File: src/rtl/cmp_params.svh
// Offsets, field positions, reset values and timing of the comparator block
`ifndef CMP_PARAMS_SVH
`define CMP_PARAMS_SVH

`define CMP_ADR_W          12
`define CMP_OFS_START      12'h000
`define CMP_OFS_STOP       12'h004
`define CMP_OFS_SAMPLE     12'h008
`define CMP_OFS_READY      12'h100
`define CMP_OFS_DOWN       12'h104
`define CMP_OFS_UP         12'h108
`define CMP_OFS_CROSS      12'h10C
`define CMP_OFS_LINKS      12'h200
`define CMP_OFS_MASK       12'h300
`define CMP_OFS_MASK_SET   12'h304
`define CMP_OFS_MASK_CLR   12'h308
`define CMP_OFS_RESULT     12'h400
`define CMP_OFS_ON         12'h500
`define CMP_OFS_PIN        12'h504
`define CMP_OFS_REF        12'h508
`define CMP_OFS_EXTREF     12'h50C
`define CMP_OFS_TH         12'h530
`define CMP_OFS_MODE       12'h534
`define CMP_OFS_HYSTERESIS_ON       12'h538
`define CMP_OFS_STATUS     12'h600
`define CMP_OFS_STAT_CLR   12'h604

`define CMP_EV_N           4
`define CMP_EV_READY       0
`define CMP_EV_DOWN        1
`define CMP_EV_UP          2
`define CMP_EV_CROSS       3

`define CMP_LK_W           5
`define CMP_LK_RDY_SAMPLE  0
`define CMP_LK_RDY_STOP    1
`define CMP_LK_DOWN_STOP   2
`define CMP_LK_UP_STOP     3
`define CMP_LK_CROSS_STOP  4

`define CMP_SEL_W          3
`define CMP_REF_IDLE       3'h7
`define CMP_TH_W           6
`define CMP_TH_DN_LSB      0
`define CMP_TH_UP_LSB      8
`define CMP_SP_W           2
`define CMP_MODE_DIFF      8
`define CMP_TRIG_BIT       0

`define CMP_CLK_MHZ        10
`define CMP_SETTLE_NS      10000

`endif

File: src/rtl/cmp_pkg.sv
// Types shared by the comparator register block
package cmp_pkg;

    typedef enum logic [1:0]
    {
        CMP_OFF,
        CMP_SETTLE,
        CMP_RUN
    } cmp_state_t;

endpackage : cmp_pkg

File: src/rtl/cmp_regs.sv
// Comparator task, event and configuration registers on classic Wishbone
`timescale 1ns/100ps
`include "cmp_params.svh"

// Function
// - Start trigger begins settling of enabled comparator
// - Stop trigger halts comparator, no further crossings
// - Ready flag set once output valid
// - Link bits tie events directly to tasks
// - Mask with set and clear views
// - Reference pick applies only in single-ended
// - Threshold register feeds ladder hysteresis levels in single-ended only
// - Sample trigger captures output into result
// - Up and down flags on directed crossings
// - Cross flag on every output transition while running
// - Hysteresis register ignored in single-ended
module cmp_regs
#(
    parameter int SETTLE_CYC =
        (`CMP_SETTLE_NS * `CMP_CLK_MHZ + 999) / 1000
)
(
    input  wire logic                    clk_i,
    input  wire logic                    rst_i,
    input  wire logic                    wb_cyc_i,
    input  wire logic                    wb_stb_i,
    input  wire logic                    wb_we_i,
    input  wire logic [`CMP_ADR_W-1:0]   wb_adr_i,
    input  wire logic [3:0]              wb_sel_i,
    input  wire logic [31:0]             wb_dat_i,
    output logic      [31:0]             wb_dat_o,
    output logic                         wb_ack_o,
    input  wire logic                    cmp_out_i,
    output logic                         core_on_o,
    output logic      [`CMP_SEL_W-1:0]   pin_pick_o,
    output logic      [`CMP_SEL_W-1:0]   ref_pick_o,
    output logic      [`CMP_SEL_W-1:0]   ext_pick_o,
    output logic      [`CMP_TH_W-1:0]    ladder_o,
    output logic      [`CMP_SP_W-1:0]    speed_o,
    output logic                         diff_o,
    output logic                         hysteresis_on_o,
    output logic                         irq_o
);

    localparam int CW = $clog2(SETTLE_CYC + 1);
    localparam logic [CW-1:0] CNT_LAST = CW'(SETTLE_CYC - 1);

    cmp_pkg::cmp_state_t state_q;
    cmp_pkg::cmp_state_t state_d;
    logic [CW-1:0]              cnt_q;
    logic                       ack_q;
    logic [31:0]                rdat_q;
    logic [`CMP_EV_N-1:0]       flags_q;
    logic [`CMP_EV_N-1:0]       mask_q;
    logic [`CMP_LK_W-1:0]       links_q;
    logic                       result_q;
    logic                       on_q;
    logic [`CMP_SEL_W-1:0]      pin_q;
    logic [`CMP_SEL_W-1:0]      ref_q;
    logic [`CMP_SEL_W-1:0]      ext_q;
    logic [`CMP_TH_W-1:0]       thup_q;
    logic [`CMP_TH_W-1:0]       thdn_q;
    logic [`CMP_SP_W-1:0]       sp_q;
    logic                       diff_q;
    logic                       hysteresis_on_q;

    // Comparator output synchronised before any logic reads it
    wire logic lvl_w;
    wire logic rise_w;
    wire logic fall_w;

    cmp_sync u_sync
    (
        .clk_i   (clk_i),
        .rst_i   (rst_i),
        .async_i (cmp_out_i),
        .lvl_o   (lvl_w),
        .rise_o  (rise_w),
        .fall_o  (fall_w)
    );

    // Bus decode
    wire logic [`CMP_ADR_W-1:0] adr_w = {wb_adr_i[`CMP_ADR_W-1:2], 2'b00};
    wire logic req_w  = wb_cyc_i & wb_stb_i & ~ack_q;
    wire logic wr_w   = req_w & wb_we_i;
    wire logic l0_w   = wr_w & wb_sel_i[0];
    wire logic l1_w   = wr_w & wb_sel_i[1];
    wire logic bit0_w = wb_dat_i[`CMP_TRIG_BIT];

    wire logic h_start_w  = adr_w == `CMP_OFS_START;
    wire logic h_stop_w   = adr_w == `CMP_OFS_STOP;
    wire logic h_sample_w = adr_w == `CMP_OFS_SAMPLE;
    wire logic h_ready_w  = adr_w == `CMP_OFS_READY;
    wire logic h_down_w   = adr_w == `CMP_OFS_DOWN;
    wire logic h_up_w     = adr_w == `CMP_OFS_UP;
    wire logic h_cross_w  = adr_w == `CMP_OFS_CROSS;
    wire logic h_links_w  = adr_w == `CMP_OFS_LINKS;
    wire logic h_mask_w   = adr_w == `CMP_OFS_MASK;
    wire logic h_mset_w   = adr_w == `CMP_OFS_MASK_SET;
    wire logic h_mclr_w   = adr_w == `CMP_OFS_MASK_CLR;
    wire logic h_result_w = adr_w == `CMP_OFS_RESULT;
    wire logic h_on_w     = adr_w == `CMP_OFS_ON;
    wire logic h_pin_w    = adr_w == `CMP_OFS_PIN;
    wire logic h_ref_w    = adr_w == `CMP_OFS_REF;
    wire logic h_ext_w    = adr_w == `CMP_OFS_EXTREF;
    wire logic h_th_w     = adr_w == `CMP_OFS_TH;
    wire logic h_mode_w   = adr_w == `CMP_OFS_MODE;
    wire logic h_hysteresis_on_w   = adr_w == `CMP_OFS_HYSTERESIS_ON;
    wire logic h_stat_w   = adr_w == `CMP_OFS_STATUS;
    wire logic h_sclr_w   = adr_w == `CMP_OFS_STAT_CLR;

    // Software tasks
    wire logic sw_start_w  = l0_w & h_start_w & bit0_w;
    wire logic sw_stop_w   = l0_w & h_stop_w & bit0_w;
    wire logic sw_sample_w = l0_w & h_sample_w & bit0_w;

    // Events
    wire logic running_w = state_q == cmp_pkg::CMP_RUN;
    wire logic ev_ready_w = state_q == cmp_pkg::CMP_SETTLE
                            && cnt_q == CNT_LAST;
    wire logic ev_up_w    = running_w & rise_w;
    wire logic ev_down_w  = running_w & fall_w;
    wire logic ev_cross_w = ev_up_w | ev_down_w;
    wire logic [`CMP_EV_N-1:0] ev_w =
        {ev_cross_w, ev_up_w, ev_down_w, ev_ready_w};

    // Event-to-task links
    wire logic lk_stop_w =
        (ev_ready_w & links_q[`CMP_LK_RDY_STOP])
        | (ev_down_w & links_q[`CMP_LK_DOWN_STOP])
        | (ev_up_w & links_q[`CMP_LK_UP_STOP])
        | (ev_cross_w & links_q[`CMP_LK_CROSS_STOP]);
    wire logic lk_sample_w =
        ev_ready_w & links_q[`CMP_LK_RDY_SAMPLE];

    wire logic stop_all_w   = sw_stop_w | lk_stop_w;
    wire logic sample_all_w = sw_sample_w | lk_sample_w;

    // Flag clears: zero written to a flag, or one to the clear view
    wire logic zero0_w = l0_w & ~bit0_w;
    wire logic [`CMP_EV_N-1:0] clr_w =
        {zero0_w & h_cross_w, zero0_w & h_up_w,
         zero0_w & h_down_w, zero0_w & h_ready_w}
        | ({`CMP_EV_N{l0_w & h_sclr_w}} & wb_dat_i[`CMP_EV_N-1:0]);
    wire logic [`CMP_EV_N-1:0] keep_w = flags_q & ~clr_w;
    wire logic [`CMP_EV_N-1:0] flags_d = ev_w | keep_w;

    // Interrupt mask with three views
    wire logic [`CMP_EV_N-1:0] wmask_w = wb_dat_i[`CMP_EV_N-1:0];
    wire logic [`CMP_EV_N-1:0] mask_d =
        (l0_w & h_mask_w) ? wmask_w :
        (l0_w & h_mset_w) ? (mask_q | wmask_w) :
        (l0_w & h_mclr_w) ? (mask_q & ~wmask_w) : mask_q;

    // Read mux
    wire logic [31:0] th_rd_w =
        {18'h0_0000, thup_q, 2'b00, thdn_q};
    wire logic [31:0] mode_rd_w =
        {23'h00_0000, diff_q, 6'h00, sp_q};
    wire logic [31:0] rd_w =
        h_ready_w  ? {31'h0, flags_q[`CMP_EV_READY]} :
        h_down_w   ? {31'h0, flags_q[`CMP_EV_DOWN]} :
        h_up_w     ? {31'h0, flags_q[`CMP_EV_UP]} :
        h_cross_w  ? {31'h0, flags_q[`CMP_EV_CROSS]} :
        h_links_w  ? {27'h0, links_q} :
        (h_mask_w | h_mset_w | h_mclr_w) ? {28'h0, mask_q} :
        h_result_w ? {31'h0, result_q} :
        h_on_w     ? {31'h0, on_q} :
        h_pin_w    ? {29'h0, pin_q} :
        h_ref_w    ? {29'h0, ref_q} :
        h_ext_w    ? {29'h0, ext_q} :
        h_th_w     ? th_rd_w :
        h_mode_w   ? mode_rd_w :
        h_hysteresis_on_w   ? {31'h0, hysteresis_on_q} :
        h_stat_w   ? {28'h0, flags_q} : 32'h0000_0000;

    // Comparator sequencing
    always_comb
    begin
        state_d = state_q;
        case (state_q)
            cmp_pkg::CMP_OFF:
            begin
                if (sw_start_w && on_q && !stop_all_w)
                    state_d = cmp_pkg::CMP_SETTLE;
            end
            cmp_pkg::CMP_SETTLE:
            begin
                if (ev_ready_w)
                    state_d = cmp_pkg::CMP_RUN;
            end
            cmp_pkg::CMP_RUN:
            begin
                state_d = cmp_pkg::CMP_RUN;
            end
            default:
            begin
                state_d = cmp_pkg::CMP_OFF;
            end
        endcase
        if (stop_all_w || !on_q)
            state_d = cmp_pkg::CMP_OFF;
    end

    always_ff @(posedge clk_i)
    begin
        if (rst_i)
        begin
            state_q <= cmp_pkg::CMP_OFF;
            cnt_q   <= '0;
        end
        else
        begin
            state_q <= state_d;
            cnt_q   <= (state_d == cmp_pkg::CMP_SETTLE
                        && state_q == cmp_pkg::CMP_SETTLE)
                       ? cnt_q + 1'b1 : '0;
        end
    end

    // Bus slave: ack one cycle after request, dropped next cycle
    always_ff @(posedge clk_i)
    begin
        if (rst_i)
        begin
            ack_q  <= 1'b0;
            rdat_q <= '0;
        end
        else
        begin
            ack_q  <= req_w;
            rdat_q <= req_w ? rd_w : rdat_q;
        end
    end

    // Flags, mask, result
    always_ff @(posedge clk_i)
    begin
        if (rst_i)
        begin
            flags_q  <= '0;
            mask_q   <= '0;
            result_q <= 1'b0;
        end
        else
        begin
            flags_q  <= flags_d;
            mask_q   <= mask_d;
            result_q <= sample_all_w ? lvl_w : result_q;
        end
    end

    // Configuration registers
    always_ff @(posedge clk_i)
    begin
        if (rst_i)
        begin
            links_q <= '0;
            on_q    <= 1'b0;
            pin_q   <= '0;
            ref_q   <= '0;
            ext_q   <= '0;
            thdn_q  <= '0;
            thup_q  <= '0;
            sp_q    <= '0;
            diff_q  <= 1'b0;
            hysteresis_on_q  <= 1'b0;
        end
        else
        begin
            if (l0_w & h_links_w)
                links_q <= wb_dat_i[`CMP_LK_W-1:0];
            if (l0_w & h_on_w)
                on_q <= bit0_w;
            if (l0_w & h_pin_w)
                pin_q <= wb_dat_i[`CMP_SEL_W-1:0];
            if (l0_w & h_ref_w)
                ref_q <= wb_dat_i[`CMP_SEL_W-1:0];
            if (l0_w & h_ext_w)
                ext_q <= wb_dat_i[`CMP_SEL_W-1:0];
            if (l0_w & h_th_w)
                thdn_q <= wb_dat_i[`CMP_TH_DN_LSB +: `CMP_TH_W];
            if (l1_w & h_th_w)
                thup_q <= wb_dat_i[`CMP_TH_UP_LSB +: `CMP_TH_W];
            if (l0_w & h_mode_w)
                sp_q <= wb_dat_i[`CMP_SP_W-1:0];
            if (l1_w & h_mode_w)
                diff_q <= wb_dat_i[`CMP_MODE_DIFF];
            if (l0_w & h_hysteresis_on_w & diff_q)
                hysteresis_on_q <= bit0_w;
        end
    end

    // Outputs toward the analog core and the system
    always_ff @(posedge clk_i)
    begin
        if (rst_i)
        begin
            core_on_o  <= 1'b0;
            pin_pick_o <= '0;
            ref_pick_o <= `CMP_REF_IDLE;
            ext_pick_o <= '0;
            ladder_o   <= '0;
            speed_o    <= '0;
            diff_o     <= 1'b0;
            hysteresis_on_o     <= 1'b0;
            irq_o      <= 1'b0;
        end
        else
        begin
            core_on_o  <= state_q != cmp_pkg::CMP_OFF;
            pin_pick_o <= pin_q;
            ref_pick_o <= diff_q ? `CMP_REF_IDLE : ref_q;
            ext_pick_o <= ext_q;
            ladder_o   <= diff_q ? '0 : (lvl_w ? thdn_q : thup_q);
            speed_o    <= sp_q;
            diff_o     <= diff_q;
            hysteresis_on_o     <= diff_q & hysteresis_on_q;
            irq_o      <= |(flags_q & mask_q);
        end
    end

    assign wb_ack_o = ack_q;
    assign wb_dat_o = rdat_q;

    wire logic core_on_w_chk = state_q != cmp_pkg::CMP_OFF;
endmodule : cmp_regs

File: src/rtl/cmp_sync.sv
// Two-stage synchroniser with edge detection for the comparator output
`timescale 1ns/100ps

module cmp_sync
(
    input  wire logic clk_i,
    input  wire logic rst_i,
    input  wire logic async_i,
    output wire logic lvl_o,
    output wire logic rise_o,
    output wire logic fall_o
);

    logic meta_q;
    logic lvl_q;
    logic prev_q;

    always_ff @(posedge clk_i)
    begin
        if (rst_i)
        begin
            meta_q <= 1'b0;
            lvl_q  <= 1'b0;
            prev_q <= 1'b0;
        end
        else
        begin
            meta_q <= async_i;
            lvl_q  <= meta_q;
            prev_q <= lvl_q;
        end
    end

    assign lvl_o  = lvl_q;
    assign rise_o = lvl_q & ~prev_q;
    assign fall_o = ~lvl_q & prev_q;

endmodule : cmp_sync

File: config.mk
export PLATFORM = sky130hd
export DESIGN_NAME = cmp_regs
export DESIGN_NICKNAME = d
export VERILOG_FILES = /design/src/rtl/cmp_pkg.sv /design/src/rtl/cmp_regs.sv /design/src/rtl/cmp_sync.sv
export VERILOG_INCLUDE_DIRS = /design/src /design/src/rtl
export SDC_FILE = /design/constraint.sdc
export NUM_CORES = 1
export LEC_CHECK = 0
export ABC_AREA = 0
export CORE_MARGIN = 4
export CORE_UTILIZATION = 55
export DETAILED_ROUTE_END_ITERATION = 6
export DONT_BUFFER_PORTS = 1
export GPL_TIMING_DRIVEN = 0
export PLACE_DENSITY = 0.76
export SYNTH_ARGS = -nofsm -noshare
export SYNTH_HDL_FRONTEND = slang
export SYNTH_HIERARCHICAL = 1
export SYNTH_SLANG_ARGS = --single-unit
File: constraint.sdc
create_clock -name clk_i -period 3.6 [get_ports clk_i]
set_clock_uncertainty 0.1 [all_clocks]
set_input_delay 0.18 -clock clk_i [delete_from_list [all_inputs] [get_ports clk_i]]
set_output_delay 0.18 -clock clk_i [all_outputs]
set_load 0.02 [all_outputs]
After elaboration in Yosys (flattened, before gate mapping)
Cells that the tools add are included.
Word-level totals
  register bits after elaboration: 106
  bits of input ports: 54
  output and inout port bits: 54
Operators by class
  eq/ne operators: 24
  muxes and demuxes: 23
  bitwise logic cells: 63
  reductions and logical operators: 14
  add/subtract/negate cells: 1
Operators with widths (number)
  2-to-1 mux 14 bit: 12
  == test 10 x 9 -> 1 bit (second input constant): 10
  AND 1 bit: 41
  == test 10 x 7 -> 1 bit (second input constant): 4
  == test 10 x 8 -> 1 bit (second input constant): 4
  2-to-1 mux 4 bit: 5
  AND 4 bit: 4
  logical NOT 12 bit: 1
  bitwise OR 4 bit: 3
  == test 10 x 1 -> 1 bit (second input constant): 1
  == test 10 x 2 -> 1 bit (second input constant): 1
  2-to-1 mux 9 bit: 1
  inverter 4 bit: 2
  bitwise OR 1 bit: 8
  adder 7 x 1 -> 7 bit (second input constant): 1
  == test 7 bit (second input constant): 1
  2-to-1 mux 2 bit: 3
  2-to-1 mux 6 bit: 1
  one-hot mux 2 bit (3 select lines): 1
  inverter 1 bit: 5
  == test 2 x 1 -> 1 bit (second input constant): 2
  logical AND 1 bit: 4
  OR reduction 2 bit: 2
  OR reduction 4 bit: 1
  other kinds (6): 7

Longest topological paths before layout
Gate-level depths: netlist of the first run.
  depth in word-level cells: 17
  gate-level depth with buffers: 7
  gate-level depth less buffers: 6

Hierarchy
The synthesis of the first run kept the hierarchy.
By module, submodules not included
  cmp_regs: area an instance 3872.5 sq um, seq. area each 1661.6 sq um, cells an instance 451, instances 1
  cmp_sync: area an instance 91.3 sq um, seq. area each 60.1 sq um, cells an instance 8, instances 1

Least setup slack after synthesis of the first run
OpenSTA, ideal clock, no wires.
  kind: input to register
  from: in wb_adr_i[7]
  to: reg cnt_q[2]
  arrival: 2.175 ns
  setup slack: 1.263 ns
  data required time: 3.438 ns
  library setup time: 0.062 ns
  cell stages on the path: 6
  path through: or4_4 -> or4_4 -> o31a_1 -> or4b_1 -> buf_6 -> nor2_2
Between the ends
  word-level cells in the longest chain between the ends: 13
Ends and longest elaborated chain
  from (decl): line cmp_regs.sv:28  | input wire logic [`CMP_ADR_W-1:0] wb_adr_i,
  == test 10 x 1 -> 1 bit (no line)
  AND 1 bit (2 in a row): line cmp_regs.sv:114  | wire logic sw_stop_w = l0_w & h_stop_w & bit0_w;
  bitwise OR 1 bit: line cmp_regs.sv:136  | wire logic stop_all_w = sw_stop_w | lk_stop_w;
  logical NOT 1 bit: line cmp_regs.sv:184  | if (sw_start_w && on_q && !stop_all_w)
  logical AND 1 bit: line cmp_regs.sv:184
  2-to-1 mux 2 bit: line cmp_regs.sv:184
  one-hot mux 2 bit (3 select lines): line cmp_regs.sv:181  | case (state_q)
  2-to-1 mux 2 bit (*): line cmp_regs.sv:201  | if (stop_all_w || !on_q)
  == test 2 x 1 -> 1 bit (*): line cmp_regs.sv:215  | cnt_q <= (state_d == cmp_pkg::CMP_SETTLE
  logical AND 1 bit (*): line cmp_regs.sv:216  | && state_q == cmp_pkg::CMP_SETTLE)
  inverter 1 bit (no line) (*)
  OR reduction 2 bit (no line) (*)
  to (signal assigned): line cmp_regs.sv:215
  to (decl): line cmp_regs.sv:50  | logic [CW-1:0] cnt_q;
Mark *: on every way between the ends. The rest lies on a longest branch, timed or not.
A chain may end at the register's enable or synchronous reset.

Worst setup path in the final report of the first run
  from: in wb_adr_i[7]
  to: reg thup_q[4]
Between the ends
  word-level cells in the longest chain between the ends: 2
Ends and longest elaborated chain
  == test 10 x 9 -> 1 bit (no line)
  AND 1 bit: line cmp_regs.sv:283  | if (l1_w & h_th_w)
  to (signal assigned): line cmp_regs.sv:284  | thup_q <= wb_dat_i[`CMP_TH_UP_LSB +: `CMP_TH_W];
  to (decl): line cmp_regs.sv:61  | logic [`CMP_TH_W-1:0] thup_q;
Every way passes these cells.

==> results.sh, run 1 <==
export IMPL_grt_max_degree=15
export IMPL_crit_path_max_incr_delay_ns=0.78
export IMPL_synth_edf_count=0
export IMPL_path_max_fanout=8
export IMPL_synth_top_area_cell="dfxtp_1"
export IMPL_maxCapViolations=0
export IMPL_gp_congestion=0.994
export IMPL_setup_viol=0
export IMPL_pin_count=108
export IMPL_viasPerCell=5.87
export IMPL_io_buffers=0
export IMPL_numCtsBuffers=9
export IMPL_synth_top_flop_cell="dfxtp_1"
export IMPL_status="finished, final reports clean"
export IMPL_avgSynthCellArea_um2=8.64
export IMPL_gr_total_overflow=0
export IMPL_synth_area_um2=3960
export IMPL_rsz0062_at_grt="false"
export IMPL_setup_tns_final_ns=0
export IMPL_yosysMostFrequentCell="dfxtp_1"
export IMPL_required_ns=3.74
export IMPL_fp_dieH_um=92.9
export IMPL_cts_max_level=3
export IMPL_finalNonFillerCells=600
export IMPL_final_layout_size_suffix_gt1_share_pct=11.3
export IMPL_drtIter0Drc=295
export IMPL_p_leak_nw=1.70
export IMPL_power_density_nw_per_um2=409
export IMPL_vias=3524
export IMPL_async_reset_ff_share_pct=0
export IMPL_synth_cell_types=59
export IMPL_endpoint_kind="flop"
export IMPL_rr_startpoint="wb_ack_o"
export IMPL_fin_nets=555
export IMPL_antenna_found_initial=0
export IMPL_path_cells="or4b_2 -> clkbuf_1 -> nor4_2 -> nand2_1 -> mux2i_1 -> nor2_1"
export IMPL_fp_row_count=30
export IMPL_cp_buffers_inverters=1
export IMPL_synthTopCellsByCount="dfxtp_1, nor2_1, nand2_1, a21oi_1, mux2i_1"
export IMPL_slew_headroom_pct=38.9
export IMPL_hold_violations=0
export IMPL_wl_um=11400
export IMPL_slowest_stage="nor4_2"
export IMPL_path_delay_family="simple AND/OR/NAND/NOR gates"
export IMPL_cts_tree="yes"
export IMPL_min_period_over_period_pct=71.9
export IMPL_grtUsageTotal_pct=27.2
export IMPL_ir_drop_uv=348
export IMPL_drv_slew=0
export IMPL_die_w_um=92.9
export IMPL_clkLatencyLatePin_ns=0.36
export IMPL_dp_hpwl_um=8440
export IMPL_tightest_slew_ns=0.912
export IMPL_start_kind="input port"
export IMPL_drt_first_pass_iters=5
export IMPL_dp_cells=574
export IMPL_ys_warn_count=6
export IMPL_cts_buffer_depth=2
export IMPL_fmax_ghz=0.386
export IMPL_min_from="rst_i"
export IMPL_hp_class="in -> reg"
export IMPL_drcViolationCount=0
export IMPL_yosysTopAreaCellShare_pct=43.4
export IMPL_pre_cts_ws_ns=0.702
export IMPL_insertedDiodeCount=0
export IMPL_synth_seq_area_share_pct=43.4
export IMPL_cts_resized=0
export IMPL_syn_to_final_growth_pct=12.9
export IMPL_worstPathArrival_ns=2.72
export IMPL_crit_start="wb_adr_i[7]"
export IMPL_core_um2=6910
export IMPL_wl_per_cell_um=19.0
export IMPL_cts_root_buf="clkbuf_8"
export IMPL_grt_pass1_vias=3297
export IMPL_critPathKind="in -> reg"
export IMPL_ant_nets=0
export IMPL_postLayoutCoreUtil_pct=64.8
export IMPL_clk_pin_slew_ns=0.09
export IMPL_die_area_um2=8630
export IMPL_grt_pass1_wl_um=17900
export IMPL_clock_sink_count=86
export IMPL_timing_final_crit_period_ns=2.59
export IMPL_synthCells=459
export IMPL_setup_slack_ns=1.01
export IMPL_start_util_pct=57.4
export IMPL_synth_area_top_cells="dfxtp_1, mux2i_1, nor2_1"
export IMPL_ys_ff_latch=86
[routing by layer]
layer,part of all wire [%],track usage (%),up-vias
met5,0,0,-
met4,2.2,8.18,0
met3,8.9,9.99,23
met2,46,42.7,168
met1,43,34.9,1664
li1,-,-,1669
[through the flow]
| stage | hold slack [ns] | area (um2) | total power, mW |
|---|---|---|---|
| floorplan | 0.152 | 4040 | 1.08 |
| global placement | 0.154 | 4160 | 1.11 |
| detailed placement | 0.159 | 4160 | 1.11 |
| CTS | 0.0385 | 4480 | 1.84 |
| global route | 0.0581 | 4480 | 1.90 |
| finish | 0.0566 | 4480 | 1.83 |
[cell families (layout without fill, tap and decap cells)]
family | Yosys count | count (layout) | share of synthesized area, %
and+or+nand+nor | 191 | 191 | 25.1
AOI/OAI and AO/OA | 88 | 88 | 14.4
DFF | 86 | 86 | 43.4
buffers and inverters | 56 | 82 | 7.39
muxes | 31 | 31 | 8.18
xor gates and xnor gates | 5 | 5 | 1.10
adders and majority gates | 1 | 1 | 0.316
other | 1 | 20 | 0.0946
[power by group]
group          switching [mW]  leakage [nW]  internal, mW
logic                  0.0952         0.896        0.0472
registers             0.00733         0.694         0.955
clock network           0.340         0.109         0.387
total                   0.443          1.70          1.39
[cells in the final DEF, fill, tap and decap left out, types with 3 or more instances in the layout]
cell type,Yosys,final
dfxtp_1,86,86
nor2_1,47,47
nand2_1,38,38
a21oi_1,34,34
mux2i_1,29,29
clkbuf_1,27,27
nand3_1,24,24
buf_4,20,20
conb_1,1,20
o21ai_0,16,16
nor2b_1,15,15
dlygate4sd3_1,0,11
nor3_1,10,10
clkbuf_8,0,9
inv_1,8,8
nor2_2,7,7
or3_1,6,6
nor4_1,6,6
nand2b_1,5,5
nand4_1,5,5
or4b_2,4,4
a22oi_1,4,4
and2_1,4,4
and3_1,4,4
a211oi_1,4,4
a32o_1,4,4
nand3b_1,3,3
a211o_1,3,3
xnor2_1,3,3
a2bb2oi_1,3,3
[flip-flops by register name (all words and copies together), names as in the netlist, 2 cells and up, named ones only]
register / cells
ext_pick_o: 3
pin_pick_o: 3
flags_q: 4
links_q: 5
sp_q: 2
cnt_q: 7
ext_q: 3
wb_dat_o: 12
ref_pick_o: 3
speed_o: 2
ladder_o: 6
ref_q: 3
pin_q: 3
state_q: 2
thup_q: 6
thdn_q: 6
[worst paths after layout]
check | slack [ns] | endpoint | cells after the start
hold / removal | 0.06 | wb_dat_o[3] | 3
setup / recovery | 1.01 | thup_q[4] | 6
setup reg to reg | 1.08 | wb_dat_o[2] | 6
hold reg to reg | 0.36 | u_sync/lvl_o | 1
[worst min-delay path, delay by kind of cell]
family / cells / cell delay, ns
AOI/OAI and AO/OA: 3 / 0.29
[layout make-up]
cell class                 instances  area (um2)
fill                             626        2430
multi-input combinational        336        2020
sequential                        86        1720
buffer                            48         263
clock buffer                       9         124
tap                               96         120
timing repair buffer              11         110
clock inverter                     6        87.6
inverter                           8        30.0
[what timing repair did]
| action | in CTS | in global routing |
|---|---|---|
| buffers inserted | 0 | 0 |
| hold buffers | 11 | 0 |
| hold endpoints to repair | 18 | 0 |
(Power assumes the default switching activity.)
==> run 2, diff against run 1 <==
Settings changed: PLACE_DENSITY 0.76 to 0.79.
Clock period 3.6 ns to 2.2 ns, I/O delays scaled along.
==> run 2 against run 1 <==
  * Non-clock buffer count rose by 5
  * Global-route usage rose by 1.6 points
  * Final cell count rose by 1.0%
  * First-iteration DRC count rose by 37%
  * Clock-buffer cell count rose by 3
  * Register-to-register slack got worse by 1.1 ns
  * Flip-flop and latch count did not move
  * Worst hold slack got worse by 0.0094 ns
  * Die area did not move
  * The run now ends with negative setup slack left
==> results.sh, run 2 (same netlist as run 1, synthesis figures left out) <==
export IMPL_gr_total_overflow=0
export IMPL_vias=3600
export IMPL_drcViolationCount=0
export IMPL_rsz0062_at_grt="true"
export IMPL_die_area_um2=8630
export IMPL_min_period_over_period_pct=101
export IMPL_final_layout_size_suffix_gt1_share_pct=13.7
export IMPL_drtIter0Drc=404
export IMPL_min_from="wb_dat_i[0]"
export IMPL_total_power_mw=3.03
export IMPL_fin_nets=560
export IMPL_fp_dieH_um=92.9
export IMPL_io_buffers=0
export IMPL_largest_reg_flops=12
export IMPL_cts_tree="yes"
export IMPL_cts_root_buf="clkbuf_8"
export IMPL_viasPerCell=5.94
export IMPL_start_kind="flop"
export IMPL_drv_slew=0
export IMPL_hp_class="in -> reg"
export IMPL_clock_sink_count=86
export IMPL_die_w_um=92.9
export IMPL_grtUsageTotal_pct=28.8
export IMPL_drt_first_pass_iters=5
export IMPL_wl_per_cell_um=20.0
export IMPL_grt_use_met1_pct=37.6
export IMPL_setup_tns_final_ns=-0.0429
export IMPL_status="finished, violations left"
export IMPL_clk_pin_slew_ns=0.09
export IMPL_required_ns=2.40
export IMPL_p_leak_nw=1.75
export IMPL_cts_buffer_depth=2
export IMPL_setup_slack_ns=-0.0225
export IMPL_rr_startpoint="wb_ack_o"
export IMPL_path_max_fanout=7
export IMPL_final_common_cell="dfxtp_1"
export IMPL_slew_headroom_pct=53.2
export IMPL_ant_nets=0
export IMPL_wl_um=12100
export IMPL_top_usage_layer="met2"
export IMPL_syn_to_final_growth_pct=15.5
export IMPL_gp_congestion=0.955
export IMPL_crit_start="wb_ack_o"
export IMPL_pin_count=108
export IMPL_cts_max_level=3
export IMPL_hold_violations=0
export IMPL_grt_max_degree=14
export IMPL_worstPathArrival_ns=2.42
export IMPL_antenna_found_initial=0
export IMPL_insertedDiodeCount=0
export IMPL_grt_use_met2_pct=46.4
export IMPL_timing_final_crit_period_ns=2.22
export IMPL_tightest_slew_ns=0.699
export IMPL_violations="negative setup slack"
export IMPL_final_cell_area_um2=4580
export IMPL_use_met3_pct=5.77
export IMPL_grt_pass1_vias=3470
export IMPL_placed_area_um2=4160
export IMPL_fp_row_count=30
export IMPL_numCtsBuffers=9
export IMPL_core_um2=6910
export IMPL_clkLatencyLatePin_ns=0.35
export IMPL_grt_pass1_wl_um=18800
export IMPL_start_util_pct=57.4
export IMPL_power_density_nw_per_um2=663
export IMPL_final_cell_mix="dfxtp_1, nor2_1, nand2_1, a21oi_1, mux2i_1"
export IMPL_ir_drop_uv=383
export IMPL_critPathKind="reg -> reg"
export IMPL_dp_hpwl_um=8610
export IMPL_setup_viol=2
export IMPL_maxCapViolations=0
export IMPL_fmax_ghz=0.450
export IMPL_endpoint_kind="flop"
run 2: cell count changes in the layout (fill, tap and decap cells not counted), sizes merged:
cell         delta
buf             +4
dlygate4sd3     +1
clkinv          -2
clkbuf          +3
run 2: where the power goes:
group | internal, mW | switching [mW]
sequential | 1.56 | 0.0121
clock | 0.668 | 0.551
combinational | 0.0793 | 0.161
run 2: what timing repair did:
action	in CTS	in global routing
hold buffers	12	0
buffers inserted	1	4
endpoints found under the setup margin	37	31
gates resized for setup	6	11
endpoints found under the hold margin	24	0
gates cloned	0	0
pin swaps	2	4
run 2: through the flow:
stage / setup slack [ns] / cells / utilization, % / hold slack [ns]
2_1_floorplan: -0.0673 / 478 / - / 0.0816
3_3_place_gp: -0.595 / 574 / 60.2 / 0.0829
3_5_place_dp: -0.691 / 574 / 60.2 / 0.0906
4_1_cts: -0.0392 / 603 / 65.5 / 0.0191
5_1_grt: -0.0496 / 606 / 66.3 / 0.0572
6_report: -0.0225 / 606 / 66.3 / 0.0472
run 2: final timing paths:
check / end / slack, ns / cells after the start
max: cnt_q[3] / -0.02 / 5
min: flags_q[1] / 0.05 / 4
max reg2reg: cnt_q[3] / -0.02 / 5
min reg2reg: u_sync/lvl_o / 0.36 / 1
run 2: layout make-up:
class | count | area [um2]
flip-flops and latches | 86 | 1730
well taps | 96 | 120
inverters | 8 | 30.0
clock inverters | 4 | 70.1
plain buffers | 47 | 254
clock buffers | 12 | 145
multi-input cells | 336 | 2080
fillers | 608 | 2330
repair buffers | 17 | 158
run 2: critical path, cell delays in order (launching register included):
cell	delay, ns
dfxtp_4	0.38
nand3b_1	0.23
or4_4	0.47
o31a_1	0.29
or4b_4	0.58
nor2_2	0.13
run 2: per-layer routing:
metal  wire length (um)  vias up  share of wire [%]
li1                   -     1685                  -
met1               5020     1686                 41
met2               5530      201                 46
met3               1170       28                9.6
met4                385        0                3.2
met5                  0        -                  0
==> run 3, diff against run 2 <==
Settings changed: CORE_UTILIZATION 55 to 40, PLACE_DENSITY 0.79 to 0.67.
==> run 3 against run 2 <==
  * The run still ends with negative setup slack left
  * Routed wire length grew 0.21%
  * Final cell count grew 5.8%
  * Clock power down 7%
  * Critical path type unchanged
  * Highest routed layer unchanged
==> results.sh, run 3 (same netlist as run 1, synthesis figures left out) <==
export IMPL_path_max_fanout=7
export IMPL_gr_total_overflow=0
export IMPL_hold_ws_ns=0.0371
export IMPL_final_common_cell="dfxtp_1"
export IMPL_slew_headroom_pct=51.9
export IMPL_rsz0062_at_grt="true"
export IMPL_start_kind="flop"
export IMPL_drcViolationCount=0
export IMPL_violations="negative setup slack"
export IMPL_wl_um=12100
export IMPL_ant_nets=0
export IMPL_swShare_pct=26.3
export IMPL_cts_buffer_depth=2
export IMPL_fin_nets=558
export IMPL_clkLatencyLatePin_ns=0.37
export IMPL_start_util_pct=40.7
export IMPL_grt_max_degree=17
export IMPL_die_area_um2=11600
export IMPL_endpoint_kind="flop"
export IMPL_largest_reg_flops=12
export IMPL_cts_tree="yes"
export IMPL_status="finished, violations left"
export IMPL_timing_final_crit_period_ns=2.21
export IMPL_setup_slack_ns=-0.0115
export IMPL_syn_to_final_growth_pct=15.9
export IMPL_required_ns=2.41
export IMPL_pin_count=108
export IMPL_cts_max_level=3
export IMPL_postLayoutCoreUtil_pct=47.2
export IMPL_nFillCells=999
export IMPL_cts_root_buf="clkbuf_8"
export IMPL_grt_pass1_vias=3438
export IMPL_p_leak_nw=1.72
export IMPL_numCtsBuffers=9
export IMPL_fp_row_count=36
export IMPL_final_layout_size_suffix_gt1_share_pct=13.4
export IMPL_min_period_over_period_pct=101
export IMPL_critPathKind="reg -> reg"
export IMPL_io_buffers=0
export IMPL_final_cell_mix="dfxtp_1, nor2_1, nand2_1, a21oi_1, mux2i_1"
export IMPL_worstPathArrival_ns=2.42
export IMPL_grtUsageTotal_pct=21.5
export IMPL_drtIter0Drc=322
export IMPL_switchingPower_mw=0.780
export IMPL_power_frac_clock_pct=38.6
export IMPL_hp_class="in -> reg"
export IMPL_drv_slew=0
export IMPL_drt_first_pass_iters=6
export IMPL_insertedDiodeCount=0
export IMPL_pwr_share_seq_pct=53.2
export IMPL_antenna_found_initial=0
export IMPL_ir_drop_uv=468
export IMPL_die_w_um=108
export IMPL_vias=3571
export IMPL_dp_cells=611
export IMPL_setup_viol=4
export IMPL_power_density_nw_per_um2=645
export IMPL_fp_dieH_um=108
export IMPL_finalNonFillerCells=641
export IMPL_setup_tns_final_ns=-0.0342
export IMPL_hold_violations=0
export IMPL_viasPerCell=5.57
export IMPL_total_power_mw=2.96
export IMPL_dp_hpwl_um=8810
export IMPL_clk_pin_slew_ns=0.09
export IMPL_fmax_ghz=0.452
export IMPL_maxCapViolations=0
export IMPL_grt_pass1_wl_um=18800
export IMPL_gp_congestion=0.937
export IMPL_wl_per_cell_um=18.9
export IMPL_internal_power_mw=2.18
export IMPL_clock_sink_count=86
export IMPL_core_um2=9730
export IMPL_pwr_share_comb_pct=8.2
export IMPL_tightest_slew_ns=0.719
run 3: metal layers:
layer,global-route usage [%],routed length (um)
met1,28.8,5340
met2,31.6,5160
met3,6.60,1220
met4,10.1,417
met5,0,0
run 3: layout make-up:
class                      count  area [um2]  share of cell area [%]
clock buffer                   9         124                    2.70
inverter                       8        30.0                   0.654
timing repair buffer          15         143                    3.11
tap                          133         166                    3.62
buffer                        47         256                    5.58
multi-input combinational    336        2070                    45.0
sequential                    86        1730                    37.6
clock inverter                 7        81.3                    1.77
run 3: through the flow:
stage          instance area, um2  setup slack, ns
2_1_floorplan                4040          -0.0673
3_3_place_gp                 4200           -0.649
3_5_place_dp                 4200           -0.686
4_1_cts                      4560          -0.0612
5_1_grt                      4590          -0.0915
6_report                     4590          -0.0115
run 3: power groups by stage:
stage | combinational, mW | sequential (mW) | clock (mW)
final | 0.244 | 1.57 | 1.14
after global routing | 0.260 | 1.58 | 1.24
after CTS | 0.234 | 1.58 | 1.17
after detailed placement | 0.209 | 1.61 | 0
after global placement | 0.209 | 1.61 | 0
after floorplan | 0.159 | 1.61 | 0
run 3: what timing repair did:
action,4_1_cts,5_1_grt
pin swaps,1,1
resized for setup,5,13
endpoints found under the hold margin,23,0
setup buffers,2,1
hold buffers,12,0
setup endpoints to repair,36,37
run 3: final timing paths:
check / from / endpoint / slack, ns / cells past startpoint
max: wb_ack_o / cnt_q[6] / -0.01 / 5
min: wb_adr_i[9] / wb_dat_o[0] / 0.04 / 4
max reg2reg: wb_ack_o / cnt_q[6] / -0.01 / 5
min reg2reg: u_sync/meta_q / u_sync/lvl_o / 0.34 / 1
run 3: critical path, stage by stage, from the launching register on:
cell	delay [ns]
dfxtp_4	0.38
nand3b_1	0.24
or4_4	0.47
o31a_1	0.27
or4b_4	0.57
nor2_2	0.13
